==> src/core/eab_consts.svh <==
// offsets, field positions, reset values and counts of the area controller
`ifndef EAB_CONSTS_SVH
`define EAB_CONSTS_SVH

// ----------------------------------------------------------------------
// register offsets
// ----------------------------------------------------------------------
`define EAB_OFF_ABW      24'hFFFEC0
`define EAB_OFF_AST      24'hFFFEC1
`define EAB_OFF_WAH      24'hFFFEC2
`define EAB_OFF_WAL      24'hFFFEC3
`define EAB_OFF_WBH      24'hFFFEC4
`define EAB_OFF_WBL      24'hFFFEC5
`define EAB_OFF_RDN      24'hFFFEC6
`define EAB_OFF_LEAD     24'hFFFEC8
`define EAB_OFF_TRAIL    24'hFFFEC9
`define EAB_OFF_BROM0    24'hFFFECA
`define EAB_OFF_BROM1    24'hFFFECB
`define EAB_OFF_PFC      24'hFFFEB0
`define EAB_OFF_STAT     24'hFFFEB1

// ----------------------------------------------------------------------
// reset values
// ----------------------------------------------------------------------
`define EAB_RST_ABW_BOOT  8'h81
`define EAB_RST_ABW_NORM  8'h80
`define EAB_RST_AST       8'hFF
`define EAB_RST_WAH       8'h27
`define EAB_RST_WAL       8'h77
`define EAB_RST_WBH       8'h71
`define EAB_RST_WBL_BOOT  8'h23
`define EAB_RST_WBL_NORM  8'h22
`define EAB_RST_RDN       8'h00
`define EAB_RST_LEAD      8'h80
`define EAB_RST_TRAIL     8'h80
`define EAB_RST_BR0_BOOT  8'hD3
`define EAB_RST_BR0_NORM  8'hA3
`define EAB_RST_BROM1     8'hA3
`define EAB_RST_PFC       8'h00

// ----------------------------------------------------------------------
// writable bit masks and field positions
// ----------------------------------------------------------------------
`define EAB_MASK_WAIT     8'h77
`define EAB_MASK_BROM     8'hF3
`define EAB_BROM_EN       7
`define EAB_BROM_BST_LSB  4
`define EAB_BROM_BSW_LSB  0

// ----------------------------------------------------------------------
// address map
// ----------------------------------------------------------------------
`define EAB_AREA_LSB      21
`define EAB_LAN_TAG       6'h3E
`define EAB_BFL_TAG       4'hE
`define EAB_BFL_BITS      19
`define EAB_LAN_BITS      4
`define EAB_IRAM_LO       24'hFF4000
`define EAB_IRAM_HI       24'hFFBFFF
`define EAB_IO0_LO        24'hFFFC00
`define EAB_IO0_HI        24'hFFFEFF
`define EAB_IO1_LO        24'hFFFF20
`define EAB_SDR_FIRST     3'h2
`define EAB_SDR_LAST      3'h5

// ----------------------------------------------------------------------
// cycle counts
// ----------------------------------------------------------------------
`define EAB_BASE_STATES   8'h02
`define EAB_BURST_BASE    6'h04
`define EAB_INIT_DONE     2'h3
`define EAB_INIT_LOAD     2'h2

`endif

==> src/core/eab_pkg.sv <==
// types shared by the area controller modules
package eab_pkg;

  typedef enum logic [1:0] {
    ST_IDLE,
    ST_LEAD,
    ST_STROBE,
    ST_TRAIL
  } eab_state_t;

  typedef struct packed {
    logic [1:0]  init_cnt;
    logic        boot;
    logic [7:0]  area_width_bit;
    logic [7:0]  ast;
    logic [31:0] wtcr;
    logic [7:0]  read_strobe_early_bit;
    logic [7:0]  lead;
    logic [7:0]  trail;
    logic [7:0]  brom0;
    logic [7:0]  brom1;
    logic [7:0]  pfc;
    eab_state_t  state;
    logic [7:0]  cnt;
    logic        is_rd;
    logic        do_trail;
    logic        early;
    logic [7:0]  cs_n;
    logic        rd_n;
    logic        wr_n;
    logic        bus16;
    logic        done;
    logic        busy;
    logic        lan;
    logic        page;
    logic [23:0] addr;
    logic [7:0]  rdata;
  } eab_regs_t;

endpackage : eab_pkg

==> src/core/eab_sync.sv <==
// two-stage synchroniser for pin levels
`timescale 1ns/1ns
module eab_sync #(
  parameter int WIDTH = 1
) (
  input  wire logic             i_clk,
  input  wire logic             i_arst_n,
  input  wire logic [WIDTH-1:0] i_d,
  output logic      [WIDTH-1:0] o_q
);

  typedef struct packed {
    logic [WIDTH-1:0] meta;
    logic [WIDTH-1:0] stable;
  } eab_sync_t;

  eab_sync_t r;
  eab_sync_t next_r;

  always_comb begin
    next_r.meta   = i_d;
    next_r.stable = r.meta;
  end

  always_ff @(posedge i_clk or negedge i_arst_n) begin
    if (!i_arst_n) begin
      r <= '0;
    end else begin
      r <= next_r;
    end
  end

  assign o_q = r.stable;

endmodule : eab_sync

==> src/core/eab_decode.sv <==
// address decoder: area, internal ranges and device address translation
`timescale 1ns/1ns
module eab_decode (
  input  wire logic [23:0] i_addr,
  input  wire logic        i_boot,
  input  wire logic        i_iram_en,
  input  wire logic        i_page,
  output logic      [2:0]  o_area,
  output logic             o_ext,
  output logic             o_lan,
  output logic             o_sdram,
  output logic             o_page,
  output logic      [23:0] o_mem_addr
);
  `include "eab_consts.svh"

  logic iram_hit;
  logic io_hit;
  logic bfl_hit;

  always_comb begin
    o_area   = i_addr[23:`EAB_AREA_LSB];
    iram_hit = i_iram_en && (i_addr >= `EAB_IRAM_LO)
               && (i_addr <= `EAB_IRAM_HI);
    io_hit   = ((i_addr >= `EAB_IO0_LO) && (i_addr <= `EAB_IO0_HI))
               || (i_addr >= `EAB_IO1_LO);
    o_ext    = !(iram_hit || io_hit);
    o_lan    = (i_addr[23:18] == `EAB_LAN_TAG);
    o_sdram  = (o_area >= `EAB_SDR_FIRST) && (o_area <= `EAB_SDR_LAST);
    bfl_hit  = (i_boot && (o_area == 3'h0))
               || (i_addr[23:20] == `EAB_BFL_TAG);
    o_page   = i_boot ? i_page : (o_area == 3'h1);
    if (bfl_hit) begin
      o_mem_addr = {5'h00, i_addr[`EAB_BFL_BITS-1:0]};
    end else if (o_lan) begin
      o_mem_addr = {20'h00000, i_addr[`EAB_LAN_BITS-1:0]};
    end else begin
      o_mem_addr = i_addr;
    end
  end

endmodule : eab_decode

==> src/core/eab_ctrl.sv <==
// external area bus controller: registers, chip selects and access timing
//
// Notes on behaviour
// - eight 2 Mbyte areas, each with its own active-low select line.
// - a select pin is driven only when its pin function bit is set.
// - normal mode: flash page 0 in area 0, page 1 in area 1.
// - boot mode: boot flash image repeats in area 0; in both modes it also repeats at E00000 to EFFFFF in area 7.
// - SDRAM in areas 2 to 5, always 16 bits wide.
// - LAN window at F80000, 256KB, 16-byte set repeating.
// - FF4000 to FFBFFF is internal RAM only while it is enabled.
// - boot: areas 0 and 7 are 8 bits; normal: only area 7.
// - width bits start as boot or normal values from the mode strap.
// - all eight areas use three-state access cycles after reset.
// - area 7 inserts 2 program wait states.
// - area 6 inserts 7 program wait states.
// - area 1 waits 2; area 0 waits 3 in boot, 2 in normal.
// - SDRAM wait field sets column latency, 2 cycles after reset in area 2, 8 in areas 3 to 5.
// - read strobe negates at cycle end unless early bit set.
// - area 7 basic accesses extend select before and after strobe.
// - area 0 burst ROM, 4 words, 6 states boot, 3 normal.
// - area 1 burst ROM, 4 words, 3-state bursts in both modes.
`timescale 1ns/1ns
module eab_ctrl (
  input  wire logic        I_CLK_SYS,
  input  wire logic        I_ARST_N,
  input  wire logic [23:0] I_REG_ADDR,
  input  wire logic [7:0]  I_REG_WDATA,
  input  wire logic        I_REG_WR,
  input  wire logic        I_REG_RD,
  output logic      [7:0]  O_REG_RDATA,
  input  wire logic        I_BOOT_STRAP,
  input  wire logic        I_PAGE_PIN,
  input  wire logic        I_INT_RAM_EN,
  input  wire logic        I_ACC_REQ,
  input  wire logic [23:0] I_ACC_ADDR,
  input  wire logic        I_ACC_RD,
  input  wire logic [2:0]  I_ACC_LEN,
  output logic             O_ACC_BUSY,
  output logic             O_ACC_DONE,
  output logic      [7:0]  O_CS_N,
  output logic      [7:0]  O_CS_OE,
  output logic             O_RD_N,
  output logic             O_WR_N,
  output logic      [23:0] O_MEM_ADDR,
  output logic             O_BUS16,
  output logic             O_LAN_SEL,
  output logic             O_MAIN_PAGE,
  output logic             O_BOOT_MODE
);
  import eab_pkg::*;
  `include "eab_consts.svh"

  // ----------------------------------------------------------------------
  // pin synchronisers
  // ----------------------------------------------------------------------
  logic [1:0] pins_sync;

  eab_sync #(
    .WIDTH (2)
  ) u_pin_sync (
    .i_clk    (I_CLK_SYS),
    .i_arst_n (I_ARST_N),
    .i_d      ({I_BOOT_STRAP, I_PAGE_PIN}),
    .o_q      (pins_sync)
  );

  // ----------------------------------------------------------------------
  // address decode
  // ----------------------------------------------------------------------
  eab_regs_t   r;
  eab_regs_t   next_r;
  logic [2:0]  dec_area;
  logic        dec_ext;
  logic        dec_lan;
  logic        dec_sdram;
  logic        dec_page;
  logic [23:0] dec_mem_addr;

  eab_decode u_decode (
    .i_addr     (I_ACC_ADDR),
    .i_boot     (r.boot),
    .i_iram_en  (I_INT_RAM_EN),
    .i_page     (pins_sync[0]),
    .o_area     (dec_area),
    .o_ext      (dec_ext),
    .o_lan      (dec_lan),
    .o_sdram    (dec_sdram),
    .o_page     (dec_page),
    .o_mem_addr (dec_mem_addr)
  );

  // ----------------------------------------------------------------------
  // access timing for the addressed area
  // ----------------------------------------------------------------------
  logic [2:0] wfld;
  logic       ast_b;
  logic [7:0] brom;
  logic       burst;
  logic [7:0] bst;
  logic [7:0] limit;
  logic [7:0] req_words;
  logic [7:0] words;
  logic [7:0] first;
  logic [7:0] total;
  logic [7:0] sel;

  always_comb begin
    wfld  = r.wtcr[{dec_area, 2'b00} +: 3];
    ast_b = r.ast[dec_area];
    brom  = (dec_area == 3'h0) ? r.brom0 : r.brom1;
    // bursts only for reads from areas 0 and 1
    burst = I_ACC_RD && (dec_area[2:1] == 2'b00)
            && brom[`EAB_BROM_EN];
    bst   = {5'h00, brom[`EAB_BROM_BST_LSB +: 3]} + 8'h01;
    // an all-ones word field gives the base limit of four words
    limit = {2'b00, `EAB_BURST_BASE
             << ~brom[`EAB_BROM_BSW_LSB +: 2]};
    req_words = {5'h00, I_ACC_LEN} + 8'h01;
    if (!burst) begin
      words = 8'h01;
    end else if (req_words > limit) begin
      words = limit;
    end else begin
      words = req_words;
    end
    first = `EAB_BASE_STATES;
    if (dec_sdram) begin
      // wait field is the column latency here
      first = first + {7'h00, ast_b} + {5'h00, wfld}
              + 8'h01;
    end else if (ast_b) begin
      first = first + 8'h01 + {5'h00, wfld};
    end
    total = first + 8'((words - 8'h01) * bst);
    sel   = ~(8'h01 << dec_area);
  end

  // ----------------------------------------------------------------------
  // next state
  // ----------------------------------------------------------------------
  logic cfg_open;
  logic take;

  always_comb begin
    next_r       = r;
    next_r.done  = 1'b0;
    next_r.rdata = 8'h00;
    cfg_open     = (r.init_cnt == `EAB_INIT_DONE);
    take         = 1'b0;

    // mode strap captured once the synchroniser has settled
    if (r.init_cnt == `EAB_INIT_LOAD) begin
      next_r.boot = pins_sync[1];
      if (pins_sync[1]) begin
        next_r.area_width_bit        = `EAB_RST_ABW_BOOT;
        next_r.wtcr[7:0]  = `EAB_RST_WBL_BOOT;
        next_r.brom0      = `EAB_RST_BR0_BOOT;
      end else begin
        next_r.area_width_bit        = `EAB_RST_ABW_NORM;
        next_r.wtcr[7:0]  = `EAB_RST_WBL_NORM;
        next_r.brom0      = `EAB_RST_BR0_NORM;
      end
    end
    if (!cfg_open) begin
      next_r.init_cnt = r.init_cnt + 2'h1;
    end

    // register writes
    if (cfg_open && I_REG_WR) begin
      unique case (I_REG_ADDR)
        `EAB_OFF_ABW:   next_r.area_width_bit   = I_REG_WDATA;
        `EAB_OFF_AST:   next_r.ast   = I_REG_WDATA;
        `EAB_OFF_WAH:   next_r.wtcr[31:24] = I_REG_WDATA & `EAB_MASK_WAIT;
        `EAB_OFF_WAL:   next_r.wtcr[23:16] = I_REG_WDATA & `EAB_MASK_WAIT;
        `EAB_OFF_WBH:   next_r.wtcr[15:8]  = I_REG_WDATA & `EAB_MASK_WAIT;
        `EAB_OFF_WBL:   next_r.wtcr[7:0]   = I_REG_WDATA & `EAB_MASK_WAIT;
        `EAB_OFF_RDN:   next_r.read_strobe_early_bit   = I_REG_WDATA;
        `EAB_OFF_LEAD:  next_r.lead  = I_REG_WDATA;
        `EAB_OFF_TRAIL: next_r.trail = I_REG_WDATA;
        `EAB_OFF_BROM0: next_r.brom0 = I_REG_WDATA & `EAB_MASK_BROM;
        `EAB_OFF_BROM1: next_r.brom1 = I_REG_WDATA & `EAB_MASK_BROM;
        `EAB_OFF_PFC:   next_r.pfc   = I_REG_WDATA;
        default: ;
      endcase
    end

    // register reads, data stands for one cycle
    if (I_REG_RD) begin
      unique case (I_REG_ADDR)
        `EAB_OFF_ABW:   next_r.rdata = r.area_width_bit;
        `EAB_OFF_AST:   next_r.rdata = r.ast;
        `EAB_OFF_WAH:   next_r.rdata = r.wtcr[31:24];
        `EAB_OFF_WAL:   next_r.rdata = r.wtcr[23:16];
        `EAB_OFF_WBH:   next_r.rdata = r.wtcr[15:8];
        `EAB_OFF_WBL:   next_r.rdata = r.wtcr[7:0];
        `EAB_OFF_RDN:   next_r.rdata = r.read_strobe_early_bit;
        `EAB_OFF_LEAD:  next_r.rdata = r.lead;
        `EAB_OFF_TRAIL: next_r.rdata = r.trail;
        `EAB_OFF_BROM0: next_r.rdata = r.brom0;
        `EAB_OFF_BROM1: next_r.rdata = r.brom1;
        `EAB_OFF_PFC:   next_r.rdata = r.pfc;
        `EAB_OFF_STAT:  next_r.rdata = {cfg_open, r.boot, r.busy,
                                        r.page, r.lan, r.cs_n == 8'hFF,
                                        r.state};
        default:        next_r.rdata = 8'h00;
      endcase
    end

    // access sequencer
    unique case (r.state)
      ST_IDLE: begin
        take = cfg_open && I_ACC_REQ;
        if (take && !dec_ext) begin
          // internal range: no select, answered at once
          next_r.done = 1'b1;
        end else if (take) begin
          next_r.busy     = 1'b1;
          next_r.is_rd    = I_ACC_RD;
          next_r.addr     = dec_mem_addr;
          next_r.lan      = dec_lan;
          next_r.page     = dec_page;
          next_r.bus16    = dec_sdram
                            || !r.area_width_bit[dec_area];
          next_r.early    = I_ACC_RD && r.read_strobe_early_bit[dec_area];
          next_r.do_trail = !burst && r.trail[dec_area];
          next_r.cnt      = total - 8'h01;
          next_r.cs_n     = sel;
          if (!burst && r.lead[dec_area]) begin
            next_r.state = ST_LEAD;
          end else begin
            next_r.state = ST_STROBE;
            next_r.rd_n  = !I_ACC_RD;
            next_r.wr_n  = I_ACC_RD;
          end
        end
      end
      ST_LEAD: begin
        next_r.state = ST_STROBE;
        next_r.rd_n  = !r.is_rd;
        next_r.wr_n  = r.is_rd;
      end
      ST_STROBE: begin
        if (r.cnt == 8'h00) begin
          next_r.rd_n = 1'b1;
          next_r.wr_n = 1'b1;
          if (r.do_trail) begin
            next_r.state = ST_TRAIL;
          end else begin
            next_r.state = ST_IDLE;
            next_r.cs_n  = 8'hFF;
            next_r.done  = 1'b1;
            next_r.busy  = 1'b0;
          end
        end else begin
          next_r.cnt = r.cnt - 8'h01;
          if (r.early && (r.cnt == 8'h01)) begin
            next_r.rd_n = 1'b1;
          end
        end
      end
      ST_TRAIL: begin
        next_r.state = ST_IDLE;
        next_r.cs_n  = 8'hFF;
        next_r.done  = 1'b1;
        next_r.busy  = 1'b0;
      end
    endcase
  end

  // ----------------------------------------------------------------------
  // state register
  // ----------------------------------------------------------------------
  always_ff @(posedge I_CLK_SYS or negedge I_ARST_N) begin
    if (!I_ARST_N) begin
      r          <= '0;
      r.area_width_bit      <= `EAB_RST_ABW_NORM;
      r.ast      <= `EAB_RST_AST;
      r.wtcr     <= {`EAB_RST_WAH, `EAB_RST_WAL, `EAB_RST_WBH,
                     `EAB_RST_WBL_NORM};
      r.read_strobe_early_bit      <= `EAB_RST_RDN;
      r.lead     <= `EAB_RST_LEAD;
      r.trail    <= `EAB_RST_TRAIL;
      r.brom0    <= `EAB_RST_BR0_NORM;
      r.brom1    <= `EAB_RST_BROM1;
      r.pfc      <= `EAB_RST_PFC;
      r.state    <= ST_IDLE;
      r.cs_n     <= 8'hFF;
      r.rd_n     <= 1'b1;
      r.wr_n     <= 1'b1;
    end else begin
      r <= next_r;
    end
  end

  // ----------------------------------------------------------------------
  // outputs
  // ----------------------------------------------------------------------
  assign O_REG_RDATA = r.rdata;
  assign O_ACC_BUSY  = r.busy;
  assign O_ACC_DONE  = r.done;
  assign O_CS_N      = r.cs_n;
  assign O_CS_OE     = r.pfc;
  assign O_RD_N      = r.rd_n;
  assign O_WR_N      = r.wr_n;
  assign O_MEM_ADDR  = r.addr;
  assign O_BUS16     = r.bus16;
  assign O_LAN_SEL   = r.lan;
  assign O_MAIN_PAGE = r.page;
  assign O_BOOT_MODE = r.boot;

endmodule : eab_ctrl

==> config.mk <==
export PLATFORM = sky130hd
export DESIGN_NAME = eab_ctrl
export DESIGN_NICKNAME = d
export VERILOG_FILES = /design/src/core/eab_pkg.sv /design/src/core/eab_sync.sv /design/src/core/eab_decode.sv /design/src/core/eab_ctrl.sv
export VERILOG_INCLUDE_DIRS = /design/src /design/src/core
export SDC_FILE = /design/constraint.sdc
export NUM_CORES = 1
export LEC_CHECK = 0
export CAP_MARGIN = 20
export CORE_ASPECT_RATIO = 1.4
export CORE_MARGIN = 3
export CORE_UTILIZATION = 63
export DETAILED_ROUTE_END_ITERATION = 12
export DONT_BUFFER_PORTS = 1
export PLACE_DENSITY = 0.81
export SLEW_MARGIN = 15
export SYNTH_ARGS = -nofsm -noshare
export SYNTH_HDL_FRONTEND = slang
export SYNTH_SLANG_ARGS = --single-unit
==> constraint.sdc <==
create_clock -name I_CLK_SYS -period 7.6 [get_ports I_CLK_SYS]
set_clock_uncertainty 0.05 [all_clocks]
set_input_delay 0.38 -clock I_CLK_SYS [delete_from_list [all_inputs] [get_ports I_CLK_SYS]]
set_output_delay 0.38 -clock I_CLK_SYS [all_outputs]
set_load 0.005 [all_outputs]
# After elaboration in Yosys (flattened, before gate mapping)

Index checks and enable logic that the tools add are counted.

Input port bits: 68
Logic and storage cells: 193
Output and inout port bits: 56
Register bits: 155

Reduce and logical (&&, ||, !) cells: 44
Bitwise logic cells: 3
Add/subtract/negate cells: 11
Multiply operators: 1
Muxes and demuxes: 61
Equality and inequality tests: 30
Magnitude comparators: 9
Shift-type cells: 3

Operators by type and width:

| cell                 | number |
|---|---|
| $eq 24x24->1 const B | 13 |
| $mux 8               | 19 |
| $pmux 8 s13          | 1 |
| $mux 24              | 4 |
| $mux 96              | 1 |
| $ge 24x24->1 const B | 3 |
| $mux 27              | 2 |
| $le 24x24->1 const B | 2 |
| $shiftx 32x6->3      | 1 |
| $mux 7               | 4 |
| $pmux 8 s3           | 1 |
| $sub 8x1->8 const B  | 3 |
| $reduce_and 2->1     | 9 |
| $pmux 8 s2           | 1 |
| $bmux 1 s3           | 5 |
| $reduce_and 5->1     | 3 |
| $logic_and 1x1->1    | 14 |
| $mux 1               | 12 |
| $mux 2               | 6 |
| $ne 2x2->1 const B   | 6 |
| $pmux 2 s3           | 2 |
| $add 3x1->4 const B  | 2 |
| $add 8x8->8          | 1 |
| $eq 2x2->1 const B   | 4 |
| other kinds (34)     | 43 |

# Logic depth before layout (Yosys ltp)

Gate-level depths: netlist of the first run.

Depth after elaboration: 14
Gate-level depth with buffers: 27
Mapped depth without buffers: 26

# Cells and area by module

From an unflattened synthesis of the first run, not the netlist that was laid out.

Cells, all modules: 990
Area, all modules: 9958.3 um^2

By module, submodules not included:

| module     | cells an instance | times used | seq. area each (um^2) | area an instance (um^2) |
|---|---|---|---|---|
| eab_ctrl   | 935               | 1          | 3834.9                | 9530.4 |
| eab_decode | 51                | 1          | 0.0                   | 327.8 |
| eab_sync   | 4                 | 1          | 100.1                 | 100.1 |

# Least setup slack after synthesis of the first run

Ideal clock, no wire load.

Kind: input -> register
Start: input port I_ACC_ADDR[21]
End: register r[57] (netlist bit)
Data required time: 7458 ps
Data arrival time: 6091 ps
Library setup time: 92 ps
Path slack: 1367 ps
Cell stages on the path: 24
Buffers on the path: 1
Path through: buf_6 -> nor3_2 -> mux2i_1 -> nand2_1 -> ha_1 -> and3_1 -> a221oi_4 -> nor2_1 -> nor2_1 -> ha_1 -> xnor2_1 -> nand2_1 -> fa_1 -> fa_1 -> fa_1 -> inv_1 -> ha_1 -> a21o_1 -> a21oi_1 -> o21bai_1 -> a21oi_1 -> xnor3_1 -> xor2_1 -> o31ai_2

Word-level cells in the longest chain between the ends: 14
Elaborated cells on any way between the ends: 41

RTL lines:

| item                         | line            | text |
|---|---|---|
| start: declaration           | eab_ctrl.sv:35  | `input wire logic [23:0] I_ACC_ADDR,` |
| $logic_not 3->1              | eab_ctrl.sv:110 | `brom = (dec_area == 3'h0) ? r.brom0 : r.brom1;` |
| $mux 8                       | eab_ctrl.sv:110 |  |
| $not 2->2                    | eab_ctrl.sv:117 | `` << ~brom[`EAB_BROM_BSW_LSB +: 2]}; `` |
| $shl 3x2->6 (no source line) | --              |  |
| $gt 4x6->1                   | eab_ctrl.sv:121 | `end else if (req_words > limit) begin` |
| $mux 6                       | eab_ctrl.sv:121 |  |
| $mux 8                       | eab_ctrl.sv:119 | `if (!burst) begin` |
| $sub 8x1->8                  | eab_ctrl.sv:134 | `total = first + 8'((words - 8'h01) * bst);` |
| $mul 8x4->8                  | eab_ctrl.sv:134 |  |
| $add 8x8->8                  | eab_ctrl.sv:134 |  |
| $sub 8x1->8                  | eab_ctrl.sv:226 | `next_r.cnt = total - 8'h01;` |
| $mux 24                      | eab_ctrl.sv:216 | `end else if (take) begin` |
| $mux 24                      | eab_ctrl.sv:213 | `if (take && !dec_ext) begin` |
| $pmux 8 s2                   | eab_ctrl.sv:210 | `unique case (r.state)` |
| end signal: assignment       | eab_ctrl.sv:291 | `r <= next_r;` |
| end: declaration             | eab_ctrl.sv:70  | `eab_regs_t r;` |

Parallel ways exist; a longest one is shown, timed or not. The select of a mux whose other input is x is not followed.
A chain may end at the register's enable or synchronous reset.

# Worst setup path after layout of the first run

Start: register r[77] (netlist bit)
End: register r[57] (netlist bit)

Word-level cells in the longest chain between the ends: 13

RTL lines:

| item                             | line |
|---|---|
| $mux 8 (*)                       | eab_ctrl.sv:110 |
| $not 2->2 (*)                    | eab_ctrl.sv:117 |
| $shl 3x2->6 (no source line) (*) | -- |
| $gt 4x6->1                       | eab_ctrl.sv:121 |
| $mux 6 (*)                       | eab_ctrl.sv:121 |
| $mux 8 (*)                       | eab_ctrl.sv:119 |
| $sub 8x1->8 (*)                  | eab_ctrl.sv:134 |
| $mul 8x4->8 (*)                  | eab_ctrl.sv:134 |
| $add 8x8->8 (*)                  | eab_ctrl.sv:134 |
| $sub 8x1->8 (*)                  | eab_ctrl.sv:226 |
| $mux 24 (*)                      | eab_ctrl.sv:216 |
| $mux 24 (*)                      | eab_ctrl.sv:213 |
| $pmux 8 s2 (*)                   | eab_ctrl.sv:210 |

Mark *: on every way between the ends. The rest lies on a longest branch, timed or not. The select of a mux whose other input is x is not followed.

==> results.cfg, run 1 <==
[run_status]
status = complete, no violations

[cts]
cts_tree = done
post_cts_resized = 0
clock-sinks = 155
cts-root-buf = clkbuf_16
htreeDepth = 4
path_clk_slew_ns = 0.07
clk_path_buf_depth = 2
clock_latency_ns = 0.43
numCtsBuffers = 17

[timing]
final_max_slew_viol_count = 0
finalHoldViolCount = 0
hold_ws_ns = 0.01934
slew_headroom_pct = 31.63
tns_ns = 0
rsz0062_at_grt = false
final-setup-viol-count = 0
fin_crit_sh_pct = 83.93
period_needed_ns = 6.379
max_slew.worst_pin.slew_ns = 1.017
fmax_mhz = 156.8

[finish]
n_fill_cell = 1118
final_nets = 1008
finalNonFillerCells = 1098
diodes = 0
post-route-cell-area_um2 = 10060
drive_gt1_share_pct = 22.08
utilization_pct = 66.84
area_delta_synth_final_pct = 3.594

[route]
viasPerCell = 6.577
drc = 0
vias = 7221
drt_iter0_markers = 786
wl_per_cell_um = 22.34
ant_nets = 0
drt-pass1-iter-count = 5
wl_um = 24530

[pwr]
sequentialPowerShare_pct = 43.7
p_switching_uw = 864.8
clockPowerShare_pct = 33.8
power.internal_mw = 1.656
p_comb_share_pct = 22.5
ir_drop_v = 0.0002756
leakagePower_nw = 4.456
power.share.switching_pct = 34.31
cellPowerDensity_nw_per_um2 = 250.5

[min_path]
hp-class = primary input to flop

[logic_synthesis]
async_flop_share_pct = 100.0
synth-seq-cells = 155
synth_cell_type_count = 71
synth-edff-count = 0
synth_area_um2 = 9712
syn_avg_cell_area_um2 = 10.07
syn_inst = 964
synth_top_area_share_pct = 28.34
synth_commonest_cells = nand2_1, dfrtp_1, mux2_2
synth_ff_type = dfrtp_1
synthesis.nets = 1079
yosysMostFrequentCell = nand2_1
synth-seq-area-share_pct = 40.52
netlist.top_cell.by_area = dfrtp_1
synth_area_leaders = dfrtp_1, dfstp_2, mux2_2
yosysWarnings = 0

[die]
dieHeight_um = 152.9
core_area_um2 = 15050
rows = 53
start_util_pct = 64.52
dieArea_um2 = 16960
ios = 124
die_w_um = 110.9

[worst_setup_path]
worst-setup-path-type = flop to flop
crit_path_start_kind = flop
end_kind = flop
required_ns = 7.89
worstPathMaxFanout = 6
arrival_ns = 6.67

[global_route]
grt_overflow = 0
antenna_found_initial = 0
grt_usage_pct = 29.41
grt_pass1_vias = 7350
grt_max_degree = 156
grt_first_pass_wirelength_um = 39700

[place]
place_area_um2 = 9408
port_buffers = 0
dp_cells = 1062
dp_hpwl_um = 17320
gp_congestion = 0.8849

[job]
drv_cap = 0
through the flow:
| stage | total power [mW] | worst slack, ns |
|---|---|---|
| 4_1_cts | 2.524 | 1.202 |
| 5_1_grt | 2.652 | 0.7839 |
| 3_5_place_dp | 1.664 | 1.036 |
| 6_report | 2.521 | 1.221 |
| 3_3_place_gp | 1.642 | 1.257 |
| 2_1_floorplan | 1.644 | 1.367 |
worst max-delay path, cell delays in order (launching register included):
cell,delay [ns]
dfstp_2,0.54
or4b_4,0.48
nand2_1,0.10
nand2_1,0.06
ha_1,0.31
and3_1,0.21
a221oi_4,0.32
nor2_1,0.07
nor2_1,0.22
ha_1,0.29
xnor2_1,0.22
nand2_1,0.13
fa_1,0.49
fa_1,0.51
fa_1,0.60
inv_1,0.06
ha_1,0.28
a21o_1,0.15
a21oi_1,0.20
o21bai_1,0.08
a21oi_1,0.15
xnor3_1,0.42
xor2_1,0.17
o31ai_2,0.18
layout by cell type (no fill, tap or decap), types with 4 or more instances in the layout:
cell type / netlist / layout
a21o_1: 7 / 7
a21oi_1: 35 / 35
a221oi_1: 4 / 4
a222oi_1: 6 / 6
a22oi_1: 9 / 9
a31oi_1: 6 / 6
and2_1: 9 / 9
and3_1: 14 / 14
clkbuf_16: 0 / 17
dfrtp_1: 110 / 110
dfstp_2: 45 / 45
fa_1: 14 / 14
ha_1: 33 / 33
inv_1: 46 / 46
inv_8: 0 / 5
mux2_2: 87 / 87
mux2i_1: 30 / 30
mux4_2: 15 / 15
nand2_1: 130 / 130
nand2b_1: 10 / 10
nand3_1: 19 / 18
nand3b_1: 4 / 4
nand4_1: 11 / 11
nor2_1: 51 / 51
nor2b_1: 5 / 5
nor3_1: 15 / 15
nor3b_1: 4 / 4
nor4b_1: 4 / 4
o211ai_1: 4 / 4
o21a_1: 4 / 4
o21ai_0: 67 / 67
o31ai_1: 6 / 6
xnor2_1: 9 / 9
xor2_1: 6 / 6
routing by layer:
metal	part of all wire, %	up-vias	global-route usage [%]
met3	6.0	103	4.871
met5	0	-	0
met2	52	349	50.55
li1	-	3221	-
met4	6.4	0	17.19
met1	36	3548	34.63
cell families (layout without fill, tap and decap cells):
| logic type | after synthesis | count (layout) | share of synthesized area [%] |
|---|---|---|---|
| simple gates | 294 | 294 | 14.55 |
| compound gates | 174 | 174 | 11.52 |
| flops | 155 | 155 | 40.52 |
| buf+inv | 144 | 86 | 7.665 |
| mux | 133 | 133 | 16.93 |
| fa+ha+maj | 48 | 48 | 7.240 |
| xor+xnor | 16 | 16 | 1.585 |
registers in the layout, indices dropped and copies added (netlist names), 2 cells and up:
signal	flops
u_pin_sync.next_r	2
O_CS_N	8
O_CS_OE	8
r	95
O_REG_RDATA	8
u_pin_sync.o_q	2
O_MEM_ADDR	24
power groups by stage:
| stage | sequential [mW] | combinational, mW | clock [mW] |
|---|---|---|---|
| floorplan | 1.05 | 0.590 | 0 |
| global placement | 1.11 | 0.529 | 0 |
| detailed placement | 1.12 | 0.546 | 0 |
| CTS | 1.10 | 0.568 | 0.853 |
| global route | 1.12 | 0.643 | 0.892 |
| finish | 1.10 | 0.567 | 0.852 |
worst paths after layout:
| check | startpoint | end | slack, ns | cells after the start |
|---|---|---|---|---|
| max | r[77] | r[57] | 1.22 | 23 |
| min | I_REG_WDATA[3] | r[151] | 0.02 | 2 |
| max reg2reg | r[77] | r[57] | 1.22 | 23 |
| min reg2reg | u_pin_sync.next_r[1] | u_pin_sync.o_q[1] | 0.31 | 0 |
| max in group asynchronous | I_ARST_N | u_pin_sync.o_q[1] | 6.35 | 2 |
| min in group asynchronous | I_ARST_N | O_MEM_ADDR[11] | 0.52 | 2 |
area by class of cell:
| type | count | area (µm²) | area share, % |
|---|---|---|---|
| Timing Repair Buffer | 6 | 72.57 | 0.7213 |
| Clock buffer | 17 | 425.4 | 4.228 |
| Tap cell | 192 | 240.2 | 2.388 |
| Multi-Input combinational cell | 665 | 5037 | 50.07 |
| Clock inverter | 15 | 170.2 | 1.691 |
| Inverter | 48 | 180.2 | 1.791 |
| Sequential cell | 155 | 3935 | 39.11 |
timing repair:
action	4_1_cts	5_1_grt
setup buffers	0	0
hold buffers	4	0
endpoints found under the hold margin	157	0
setup endpoints to repair	0	0
No activity file was read; power rests on OpenSTA's default activity.
==> inputs of run 2 (changes only) <==
CORE_UTILIZATION = 58   (was 63)
PLACE_DENSITY = 0.78   (was 0.81)
clock period = 5.6 ns   (was 7.6 ns; I/O delays follow)
==> run 2 against run 1 <==
Compared with the run above: the flow now finishes with violations (setup timing); global-route usage fell by 1.4 points; critical endpoint unchanged; clock-buffer cell count up 2; register-to-register slack got worse by 1.3 ns; clock power grew 33%; core utilization shrank 1.9 points; hold slack better by 0.0040 ns; die area rose by 8.2%; sequential share of layout area decreased by 2.0 points; sequential cell count is the same; maximum frequency is 13% higher; setup slack lost 1.3 ns.
==> results.cfg, run 2 (same netlist as run 1, synthesis figures left out) <==
[worst_setup_path]
required_ns = 5.89
critical-path-max-stage-delay_ns = 0.55
cp_slowest_cell = fa_1
cp_top_family = adder cells
reg2regPathDepth = 23
crit_path_start_kind = flop
critPathBufInv = 2
path_depth = 23
path_cells = or4b_4 -> nand2_4 -> nand2_2 -> ha_4 -> o21ai_2 -> a221oi_4 -> buf_4 -> nand2_1 -> o211ai_1 -> xnor2_2 -> nand2_1 -> fa_1 -> fa_1 -> fa_1 -> inv_1 -> ha_1 -> a21o_1 -> a21oi_2 -> o21bai_1 -> a21oi_1 -> xnor3_1 -> xor2_1 -> o31ai_2
worst-setup-path-type = flop to flop
end_kind = flop
worstPathMaxFanout = 4
arrival_ns = 5.95
rr_startpoint = r[77]
startpoint = r[77]
r2r_slack_ns = -0.06
cpMostUsedCell = fa_1
crit_end = r[57]
timing.rr.end = r[57]

[timing]
final_max_slew_viol_count = 0
slew_headroom_pct = 36.83
fmax_mhz = 176.7
period_needed_ns = 5.658
max_slew.worst_pin.slew_ns = 0.9456
rsz0062_at_grt = true
fin_crit_sh_pct = 101.0
final-setup-viol-count = 1
finalHoldViolCount = 0
setup_ws_ns = -0.05806

[pwr]
power.internal_mw = 2.312
power.share.switching_pct = 33.34
leakagePower_nw = 4.666
clockPowerShare_pct = 32.7
sequentialPowerShare_pct = 43.1
ir_drop_v = 0.0001886
cellPowerDensity_nw_per_um2 = 327.2
power_mw = 3.468
p_switching_mw = 1.156
p_comb_share_pct = 24.2

[run_status]
violations = setup timing
status = complete, but fails checks

[job]
drv_cap = 0

[route]
drt_iter0_markers = 713
viasPerCell = 6.477
wl_um = 25540
drt-pass1-iter-count = 8
drc = 0
wl_per_cell_um = 22.11
vias = 7481
ant_nets = 0

[place]
dp_cells = 1081
gp_congestion = 0.9758
port_buffers = 0
dp_hpwl_um = 17290

[die]
rows = 55
dieHeight_um = 159.1
dieArea_um2 = 18360
die_w_um = 115.4
start_util_pct = 59.55
ios = 124
core_area_um2 = 16310

[cts]
clock-sinks = 155
clk_path_buf_depth = 2
path_clk_slew_ns = 0.06
htreeDepth = 4
numCtsBuffers = 17
cts_tree = done
cts-root-buf = clkbuf_16
clock_latency_ns = 0.43

[min_path]
hp-class = primary input to flop

[global_route]
grt_pass1_vias = 7573
grt_usage_pct = 27.99
antenna_found_initial = 0
grt_first_pass_wirelength_um = 40210
grt_overflow = 0
grt_max_degree = 156

[finish]
area_delta_synth_final_pct = 9.122
most-common-layout-cells = nand2_1, dfrtp_1, mux2_2
regMostFlops = r
finalNonFillerCells = 1155
largest_register_ffs = 95
final_nets = 1057
final_common_cell = nand2_1
drive_gt1_share_pct = 24.29
[run 2: changes by cell type in the layout (fill, tap and decap cells not counted), sizes merged]
cell and delta:
buf +15, bufinv +1, clkbuf +2, clkinv -4, clkinvlp +4, diode +1
dlygate4sd3 +34, inv -3
[run 2: worst min path at each step]
stage	slack [ns]	cells past startpoint	endpoint	startpoint
5_1_grt	0.02	2	O_RD_N	I_ACC_RD
2_1_floorplan	-0.07	0	O_ACC_BUSY	I_ARST_N
3_3_place_gp	-0.06	0	O_MEM_ADDR[10]	I_ARST_N
6_report	0.02	2	O_RD_N	I_ACC_RD
3_5_place_dp	-0.06	0	O_MEM_ADDR[10]	I_ARST_N
4_1_cts	0.01	2	O_RD_N	I_ACC_RD
[run 2: metrics by stage]
stage | setup TNS (ns) | worst slack [ns] | instance area [µm²] | utilization [%] | hold slack, ns
final | -0.05806 | -0.05806 | 10600 | 64.98 | 0.02335
after global routing | -0.3737 | -0.3340 | 10600 | 64.96 | 0.01908
after CTS | -0.07287 | -0.07287 | 10550 | 64.68 | 0.01128
after detailed placement | -0.1033 | -0.1033 | 9537 | 58.47 | -0.06249
after global placement | 0 | 0.09468 | 9537 | 58.47 | -0.06174
after floorplan | -0.01922 | -0.01922 | 9742 | - | -0.06559
[run 2: metal layers]
| layer | vias up | GRT usage, % | wire length, µm |
|---|---|---|---|
| li1 | 3317 | - | - |
| met5 | - | 0 | 0 |
| met2 | 351 | 48.79 | 13270 |
| met4 | 0 | 15.00 | 1426 |
| met1 | 3715 | 31.63 | 9203 |
| met3 | 98 | 5.551 | 1642 |
[run 2: timing repair]
action	in CTS	in global routing
pin swaps	7	9
hold buffers	38	0
buffers inserted	2	1
gates resized for setup	2	12
hold endpoints to repair	268	0
endpoints found under the setup margin	1	2
[run 2: final cells by class]
class	instances	area, µm²
clock buffer	19	442.9
clock inverter	13	131.4
inverter	48	180.2
tap	199	249.0
multi-input combinational	665	5131
sequential	155	3935
antenna	1	2.502
fill	1226	5712
timing repair buffer	55	525.5
[run 2: power by group through the flow]
stage	clock network, mW	logic (mW)	registers, mW
2_1_floorplan	0	0.801	1.43
3_3_place_gp	0	0.726	1.51
3_5_place_dp	0	0.753	1.52
4_1_cts	1.14	0.817	1.50
5_1_grt	1.19	0.938	1.53
6_report	1.13	0.840	1.49
